===== src/core/adsl_map.svh =====
// Register selects, field positions, reset values and counts of the converter serial link.
// Included by the link module; definitions only.
`ifndef ADSL_MAP_SVH
`define ADSL_MAP_SVH

// Register select codes carried in the communications byte
`define ADSL_SEL_COMM      3'h0
`define ADSL_SEL_SETUP     3'h1
`define ADSL_SEL_CLOCK     3'h2
`define ADSL_SEL_DATA      3'h3
`define ADSL_SEL_TEST      3'h4
`define ADSL_SEL_NOOP      3'h5
`define ADSL_SEL_OFFSET    3'h6
`define ADSL_SEL_GAIN      3'h7

// Communications byte fields
`define ADSL_COMM_READY    7
`define ADSL_COMM_SEL_HI   6
`define ADSL_COMM_SEL_LO   4
`define ADSL_COMM_READ     3
`define ADSL_COMM_STBY     2
`define ADSL_COMM_CH_HI    1
`define ADSL_COMM_CH_LO    0

// Setup byte fields: mode select, non-zero starts a calibration
`define ADSL_SETUP_MD_HI   7
`define ADSL_SETUP_MD_LO   6

// Transfer lengths in serial clocks
`define ADSL_LEN_BYTE      5'h08
`define ADSL_LEN_WORD      5'h10
`define ADSL_LEN_WIDE      5'h18

// Consecutive ones on the serial input that reset the interface
`define ADSL_ONES_RESET    6'h20

// Reset values
`define ADSL_RST_PINS      3'h6
`define ADSL_RST_SETUP     8'h00
`define ADSL_RST_CLOCK     8'h00
`define ADSL_RST_OFFSET    24'h000000
`define ADSL_RST_GAIN      24'h000000

`endif


===== src/core/adsl_pkg.sv =====
// Types shared by the converter serial link.
// Constants live in adsl_map.svh.
package adsl_pkg;

    typedef enum logic [1:0] {
        ADSL_COMM,
        ADSL_WRITE,
        ADSL_READ
    } adsl_mode_t;

    typedef struct packed {
        logic [7:0]  clock_reg;
        logic [7:0]  setup_reg;
        logic [23:0] offset_reg;
        logic [23:0] gain_reg;
        logic [1:0]  channel;
        logic        standby;
    } adsl_cfg_t;

    typedef struct packed {
        adsl_mode_t  mode;
        logic [2:0]  target;
        logic [4:0]  bit_cnt;
        logic [5:0]  ones_cnt;
        logic [23:0] shift;
        logic        sclk_prev;
        logic        dout;
        logic        dout_oe;
        logic        ready_n;
        logic        cal_start;
        adsl_cfg_t   cfg;
    } adsl_state_t;

endpackage


===== src/core/adsl_sync.sv =====
// Two-stage synchroniser for a group of asynchronous pin inputs.
// Assumes the inputs are quasi-static relative to clk; the first stage is read only by the second.
`timescale 1ns/1ps
module adsl_sync #(
    parameter int WIDTH = 3
) (
    input  wire logic             clk,
    input  wire logic             rst_n,
    input  wire logic [WIDTH-1:0] async_in,
    input  wire logic [WIDTH-1:0] reset_val,
    output logic      [WIDTH-1:0] sync_out
);
    logic [WIDTH-1:0] meta_reg;

    // Reset value is a level from the parent; reset is synchronous so this is a plain clocked load
    always_ff @(posedge clk) begin
        if (!rst_n) begin
            meta_reg <= reset_val;
            sync_out <= reset_val;
        end else begin
            meta_reg <= async_in;
            sync_out <= meta_reg;
        end
    end
endmodule


===== src/core/adsl_link.sv =====
// Device end of the converter's half-duplex serial register link.
// Assumes a host master with serial clock idling high, pins asynchronous to clk,
// and new_result/result_data from conversion logic on clk.
// Functional notes
// - Output line idle during write transfers.
// - Input line ignored during read transfers.
// - Converter shifts read bits MSB first.
// - Ready flag readable in communications register.
// - Setup 0x40 applies settings, starts self-calibration.
// - Command 0x38 reads 16-bit data, two bytes.
// - Every access starts with communications write.
// - Ready low on result, high after data read.
// - 32 input ones reset interface, keep registers.
`timescale 1ns/1ps
`include "adsl_map.svh"
module adsl_link
    import adsl_pkg::*;
(
    input  wire logic        clk,
    input  wire logic        rst_n,
    input  wire logic        sclk,
    input  wire logic        cs_n,
    input  wire logic        din,
    output logic             dout,
    output logic             dout_oe,
    output logic             result_ready_n,
    input  wire logic        new_result,
    input  wire logic [15:0] result_data,
    output adsl_cfg_t        cfg,
    output logic             cal_start
);
    adsl_state_t state_reg;
    adsl_state_t state_next;
    logic [2:0]  pins_s;
    logic        sclk_s;
    logic        cs_s_n;
    logic        din_s;
    logic        sclk_rise;
    logic        sclk_fall;

    // Clock and select reset to their idle high levels so no false edge follows reset
    adsl_sync #(.WIDTH(3)) u_sync (
        .clk       (clk),
        .rst_n     (rst_n),
        .async_in  ({sclk, cs_n, din}),
        .reset_val (`ADSL_RST_PINS),
        .sync_out  (pins_s)
    );

    assign sclk_s = pins_s[2];
    assign cs_s_n = pins_s[1];
    assign din_s  = pins_s[0];

    // Edges are seen on the synchronised clock, so the serial clock must stay well below clk/4
    assign sclk_rise = sclk_s & ~state_reg.sclk_prev;
    assign sclk_fall = ~sclk_s & state_reg.sclk_prev;

    // Register length fixes how many clocks a transfer takes
    function automatic logic [4:0] xfer_len(input logic [2:0] sel);
        case (sel)
            `ADSL_SEL_DATA:   xfer_len = `ADSL_LEN_WORD;
            `ADSL_SEL_OFFSET: xfer_len = `ADSL_LEN_WIDE;
            `ADSL_SEL_GAIN:   xfer_len = `ADSL_LEN_WIDE;
            default:          xfer_len = `ADSL_LEN_BYTE;
        endcase
    endfunction

    always_comb begin
        logic [7:0]  cbyte;
        logic [23:0] wval;
        logic [4:0]  cnt_inc;
        cbyte      = {state_reg.shift[6:0], din_s};
        wval       = {state_reg.shift[22:0], din_s};
        cnt_inc    = state_reg.bit_cnt + 5'h01;
        state_next = state_reg;
        // Calibration start lasts one cycle unless a setup write raises it
        state_next.cal_start = 1'b0;
        state_next.sclk_prev = sclk_s;
        // Edges while deselected are ignored and lose no state
        if (!cs_s_n) begin
            if (sclk_rise && state_reg.mode != ADSL_READ) begin
                // Ones on the input are counted only while the input is listened to
                if (!din_s) begin
                    state_next.ones_cnt = 6'h00;
                end else if (state_reg.ones_cnt != `ADSL_ONES_RESET) begin
                    state_next.ones_cnt = state_reg.ones_cnt + 6'h01;
                end
                if (din_s && state_next.ones_cnt == `ADSL_ONES_RESET) begin
                    state_next.mode    = ADSL_COMM;
                    state_next.bit_cnt = 5'h00;
                end else begin
                    // Wide registers take all 24 bits; byte registers keep the low byte
                    state_next.shift   = wval;
                    state_next.bit_cnt = cnt_inc;
                    if (state_reg.mode == ADSL_COMM && cnt_inc == `ADSL_LEN_BYTE) begin
                        state_next.bit_cnt = 5'h00;
                        // A byte with its top bit set is not a command and is dropped
                        if (!cbyte[`ADSL_COMM_READY]) begin
                            state_next.target      = cbyte[`ADSL_COMM_SEL_HI:`ADSL_COMM_SEL_LO];
                            state_next.cfg.channel = cbyte[`ADSL_COMM_CH_HI:`ADSL_COMM_CH_LO];
                            state_next.cfg.standby = cbyte[`ADSL_COMM_STBY];
                            if (cbyte[`ADSL_COMM_READ]) begin
                                state_next.mode = ADSL_READ;
                                case (cbyte[`ADSL_COMM_SEL_HI:`ADSL_COMM_SEL_LO])
                                    `ADSL_SEL_COMM: begin
                                        state_next.shift = {state_reg.ready_n, cbyte[6:0], 16'h0000};
                                    end
                                    `ADSL_SEL_SETUP: begin
                                        state_next.shift = {state_reg.cfg.setup_reg, 16'h0000};
                                    end
                                    `ADSL_SEL_CLOCK: begin
                                        state_next.shift = {state_reg.cfg.clock_reg, 16'h0000};
                                    end
                                    `ADSL_SEL_DATA: begin
                                        // Result captured here; a newer one waits for the next read
                                        state_next.shift = {result_data, 8'h00};
                                    end
                                    `ADSL_SEL_OFFSET: begin
                                        state_next.shift = state_reg.cfg.offset_reg;
                                    end
                                    `ADSL_SEL_GAIN: begin
                                        state_next.shift = state_reg.cfg.gain_reg;
                                    end
                                    default: begin
                                        state_next.shift = 24'h000000;
                                    end
                                endcase
                            end else if (cbyte[`ADSL_COMM_SEL_HI:`ADSL_COMM_SEL_LO]
                                         != `ADSL_SEL_COMM) begin
                                state_next.mode = ADSL_WRITE;
                            end
                        end
                    end else if (state_reg.mode == ADSL_WRITE
                                 && cnt_inc == xfer_len(state_reg.target)) begin
                        state_next.mode    = ADSL_COMM;
                        state_next.bit_cnt = 5'h00;
                        case (state_reg.target)
                            `ADSL_SEL_SETUP: begin
                                state_next.cfg.setup_reg = wval[7:0];
                                state_next.cal_start =
                                    |wval[`ADSL_SETUP_MD_HI:`ADSL_SETUP_MD_LO];
                            end
                            `ADSL_SEL_CLOCK: begin
                                state_next.cfg.clock_reg = wval[7:0];
                            end
                            `ADSL_SEL_OFFSET: begin
                                state_next.cfg.offset_reg = wval;
                            end
                            `ADSL_SEL_GAIN: begin
                                state_next.cfg.gain_reg = wval;
                            end
                            default: begin
                                // Data, test and no-op writes are dropped
                            end
                        endcase
                    end
                end
            end else if (state_reg.mode == ADSL_READ) begin
                // Input bits are not looked at here
                // Change after the fall so the bit is settled at the host's rising edge
                if (sclk_fall) begin
                    state_next.dout  = state_reg.shift[23];
                    state_next.shift = {state_reg.shift[22:0], 1'b0};
                end else if (sclk_rise) begin
                    state_next.bit_cnt = cnt_inc;
                    if (cnt_inc == xfer_len(state_reg.target)) begin
                        state_next.mode     = ADSL_COMM;
                        state_next.bit_cnt  = 5'h00;
                        state_next.ones_cnt = 6'h00;
                        if (state_reg.target == `ADSL_SEL_DATA) begin
                            state_next.ready_n = 1'b1;
                        end
                    end
                end
            end
        end
        // Output is driven only during a read with the part selected
        state_next.dout_oe = (state_next.mode == ADSL_READ) && !cs_s_n;
        // Low while released so a shared line rests at its pull-up
        if (!state_next.dout_oe) begin
            state_next.dout = 1'b0;
        end
        // A new result in the cycle a read completes keeps the flag low
        if (new_result) begin
            state_next.ready_n = 1'b0;
        end
    end

    // Reset is synchronous, so these are plain clocked loads
    always_ff @(posedge clk) begin
        if (!rst_n) begin
            state_reg                <= '0;
            state_reg.mode           <= ADSL_COMM;
            state_reg.sclk_prev      <= 1'b1;
            state_reg.ready_n        <= 1'b1;
            state_reg.cfg.setup_reg  <= `ADSL_RST_SETUP;
            state_reg.cfg.clock_reg  <= `ADSL_RST_CLOCK;
            state_reg.cfg.offset_reg <= `ADSL_RST_OFFSET;
            state_reg.cfg.gain_reg   <= `ADSL_RST_GAIN;
        end else begin
            state_reg <= state_next;
        end
    end

    // Every output is a register field; no logic sits after the flops
    assign dout           = state_reg.dout;
    assign dout_oe        = state_reg.dout_oe;
    assign result_ready_n = state_reg.ready_n;
    assign cfg            = state_reg.cfg;
    assign cal_start      = state_reg.cal_start;
endmodule


===== config.mk =====
export PLATFORM = sky130hd
export DESIGN_NAME = adsl_link
export DESIGN_NICKNAME = d
export VERILOG_FILES = /design/src/core/adsl_pkg.sv /design/src/core/adsl_sync.sv /design/src/core/adsl_link.sv
export VERILOG_INCLUDE_DIRS = /design/src /design/src/core
export SDC_FILE = /design/constraint.sdc
export NUM_CORES = 1
export LEC_CHECK = 0
export ABC_AREA = 1
export BUFFER_PORTS_ARGS = -buffer_cell sky130_fd_sc_hd__buf_4
export CAP_MARGIN = 20
export CELL_PAD_IN_SITES_DETAIL_PLACEMENT = 2
export CELL_PAD_IN_SITES_GLOBAL_PLACEMENT = 2
export CORE_ASPECT_RATIO = 1.4
export CORE_MARGIN = 3
export CORE_UTILIZATION = 31
export DETAILED_ROUTE_END_ITERATION = 10
export PLACE_DENSITY = 0.84
export SYNTH_ARGS = -nofsm -noshare
export SYNTH_HDL_FRONTEND = slang
export SYNTH_HIERARCHICAL = 1
export SYNTH_SLANG_ARGS = --single-unit
export TNS_END_PERCENT = 1

===== constraint.sdc =====
create_clock -name clk -period 3 [get_ports clk]
set_clock_uncertainty 0.15 [all_clocks]
set_input_delay 0 -clock clk [delete_from_list [all_inputs] [get_ports clk]]
set_output_delay 0 -clock clk [all_outputs]
set_load 0.05 [all_outputs]

==> impl_metrics.json <==
{
  "path_class": "reg2reg",
  "cp_cell_sequence": "inv_1 -> ha_1 -> nand3_1 -> nand2_1 -> nand3_1 -> nand2_1 -> nor2_1 -> nand2_1 -> nand2_1 -> nand2_1 -> nand2_2 -> inv_2 -> buf_12 -> nand2_1 -> nand2_1 -> nor2_1",
  "cts_repair_resizes": 0,
  "cts_max_level": 4,
  "grt_first_pass_wirelength_um": 37000,
  "synth.mux.area_fraction_pct": 2.21,
  "timing.final.ws_setup_ps": 353,
  "post_synth_xor_area_fraction_pct": 0.137,
  "synth-edff-count": 0,
  "drive_gt1_share_pct": 16.1,
  "powerDensity_mw_per_mm2": 517,
  "final_wirelength_um": 22500,
  "synth_async_sr_flop_share_pct": 0,
  "critical_path_required_ps": 3200,
  "routed-via-count": 6274,
  "insertion_delay_to_the_later_sink_of_the_worst_skew_pair_ps": 410,
  "largest_reg_flops": 67,
  "fp.dieH_um": 176,
  "yosys_warnings": 6,
  "startpoint_type": "flip-flop",
  "worst_hold_slack_ps": 7.44,
  "design.core.area_mm2": 0.0201,
  "post_syn_area_per_cell_um2": 6.58,
  "routed_via_density": 4.92,
  "hold-path-cell-count": 7,
  "fin_tns_setup_ps": 0,
  "placed_cells": 1224,
  "detail_route.drc_violations": 0,
  "multi_input_comb_area_mm2": 0.00293,
  "first_iter_violations": 238,
  "vdd_ir_drop_max_uv": 355,
  "synthSimpleGateAreaFrac_pct": 34.6,
  "clkTransAtPathRegs_ps": 60,
  "yosys.cell_types.count": 35,
  "grt_start_max_net_pins": 67,
  "grt_overflow": 0,
  "post_layout_nonfiller_instances": 1274,
  "cp_slowest_stage_delay_ps": 430,
  "postSynthRegisterBits": 118,
  "number_of_routed_nets_with_antenna_violations": 0,
  "max_cap_violations": 0,
  "netlist_instances": 972,
  "num_rows": 61,
  "filler_cell_count": 2439,
  "critical-path-top-cell-by-count": "sky130_fd_sc_hd__nand2_1",
  "timing_max_transition_violations_final": 0,
  "path_depth": 16,
  "timing.final.crit_period_ps": 2650,
  "outcome": "completed",
  "critical_path.max_fanout": 32,
  "place_ws_ps": 415,
  "cp_slowest_cell": "sky130_fd_sc_hd__dfxtp_1",
  "cts.root.buffer_cell": "sky130_fd_sc_hd__clkbuf_16",
  "timing.slew.headroom_pct": 50.2,
  "dpl.hpwl_um": 15600,
  "timing.fmax_ghz": 0.378,
  "crit_buf_inv": 3,
  "floorplan.die.width_um": 127,
  "setup_viol": 0,
  "synth-compound-area-share_pct": 8.15,
  "cts_inserted_buffers": 17,
  "number_of_global_route_vias_before_repair": 6939,
  "antenna_cells_inserted": 0,
  "globalRouteTotalUtil_pct": 20.7,
  "synth_flop_cell": "sky130_fd_sc_hd__dfxtp_1",
  "buffer_ports.inserted": 92,
  "post_synth_instance_area_mm2": 0.00640,
  "worstMarginPinSlew_ps": 746,
  "main_combinational_cell_family_by_area_after_synthesis": "simple AND/OR/NAND/NOR gates",
  "detailedRoute.firstPassIterationCount": 4,
  "post_synthesis_adder_cell_area_fraction_pct": 0.587,
  "post_drt_wl_per_cell_um": 17.6,
  "total_power_consumption_of_the_routed_design_mw": 3.91,
  "fin_crit_sh_pct": 88.2,
  "cp-end-kind": "flip-flop",
  "critical_path_arrival_ps": 2840,
  "design.final.nets": 1034,
  "number_of_antenna_violations_at_the_first_check_in_global_routing": 0,
  "rsz0062_at_grt": "no",
  "cts_tree": "built",
  "hold_path.class": "in2reg",
  "rr_worst_depth": 16,
  "pin_count": 93,
  "area_delta_synth_final_pct": 18.2,
  "timing.critical_path.max_delay_family": "simple AND/OR/NAND/NOR gates",
  "die_area_mm2": 0.0224,
  "synth_sequential_area_ratio_pct": 36.9,
  "cts.sink_count": 118,
  "initial_core_util_pct": 31.9,
  "gp_routability_congestion": 0.831,
  "seqCellArea_mm2": 0.00236,
  "power.leakage_nw": 3.77,
  "clock_path_buffers": 2,
  "timing_hold_violations_final": 0
}
[cells in the mapped netlist (all sizes together), types with 13 or more instances]
library cell	n	area, um2
nand2	276	1050
nor2	194	766
dfxtp	118	2360
inv	99	372
buf	89	661
nand3	44	253
a21oi	36	180
o21ai	27	135
clkbuf	19	71.3
mux2i	13	130
nand4	13	81.3
[routing by layer]
metal / GRT usage, % / vias up / share of wire (%)
met5: 0 / - / 0
met4: 6.62 / 0 / 2.1
met3: 3.09 / 26 / 2.4
met2: 38.9 / 91 / 55
met1: 23.5 / 3127 / 41
li1: - / 3030 / -
[power by group]
part | internal [mW] | switching, mW
logic | 0.104 | 0.166
clock network | 1.20 | 0.778
registers | 1.60 | 0.0601
[what timing repair did]
item                                    CTS  global route
hold buffers                             18             0
endpoints found under the hold margin    35             0
endpoints found under the setup margin    0             0
buffers inserted                          0             0
[kinds of logic (layout without fill, tap and decap cells)]
logic type,after synthesis,in the layout
adders and majority gates,3,3
xor gates and xnor gates,1,1
buffers and inverters,208,257
and+or+nand+nor,536,536
other,2,3
muxes,14,14
AOI/OAI and AO/OA,90,90
DFF,118,118
[metrics by stage]
step                      utilization (%)  instance area [um2]
final                                37.7                 7560
after global routing                 37.7                 7560
after CTS                            37.7                 7560
after detailed placement             33.9                 6810
after global placement               33.9                 6810
after floorplan                         -                 6400
[worst paths after layout]
kind / start / to / slack (ps)
worst max-delay path: state_reg[96] / state_reg[80] / 350
worst max register to register: state_reg[96] / state_reg[80] / 350
worst min-delay path: result_data[13] / state_reg[93] / 7
worst min register to register: u_sync/meta_reg[0] / u_sync/sync_out[0] / 280
[cell usage in the layout, fill, tap and decap left out, types with 13 or more instances in the layout]
master	count
sky130_fd_sc_hd__mux2i_1	13
sky130_fd_sc_hd__o21ai_1	14
sky130_fd_sc_hd__inv_1	94
sky130_fd_sc_hd__nor2_1	185
sky130_fd_sc_hd__dfxtp_1	118
sky130_fd_sc_hd__a21oi_1	36
sky130_fd_sc_hd__o21ai_0	13
sky130_fd_sc_hd__nand2_1	271
sky130_fd_sc_hd__dlygate4sd3_1	18
sky130_fd_sc_hd__nand4_1	13
sky130_fd_sc_hd__buf_4	105
sky130_fd_sc_hd__clkbuf_16	17
sky130_fd_sc_hd__nand3_1	39
[worst reg2reg max path: cells and delay by family, from the launching register on]
family        cells  cell delay (ps)
simple gates     12             1320
buf+inv           3              460
flops             1              430
fa+ha+maj         1              230
[final cells by class]
class / instances / area share, %
tap: 252 / 4.17
multi-input combinational: 647 / 38.8
timing repair buffer: 125 / 13.3
inverter: 100 / 4.96
sequential: 118 / 31.2
clock inverter: 12 / 1.37
clock buffer: 20 / 6.17
(Power assumes the default switching activity.)
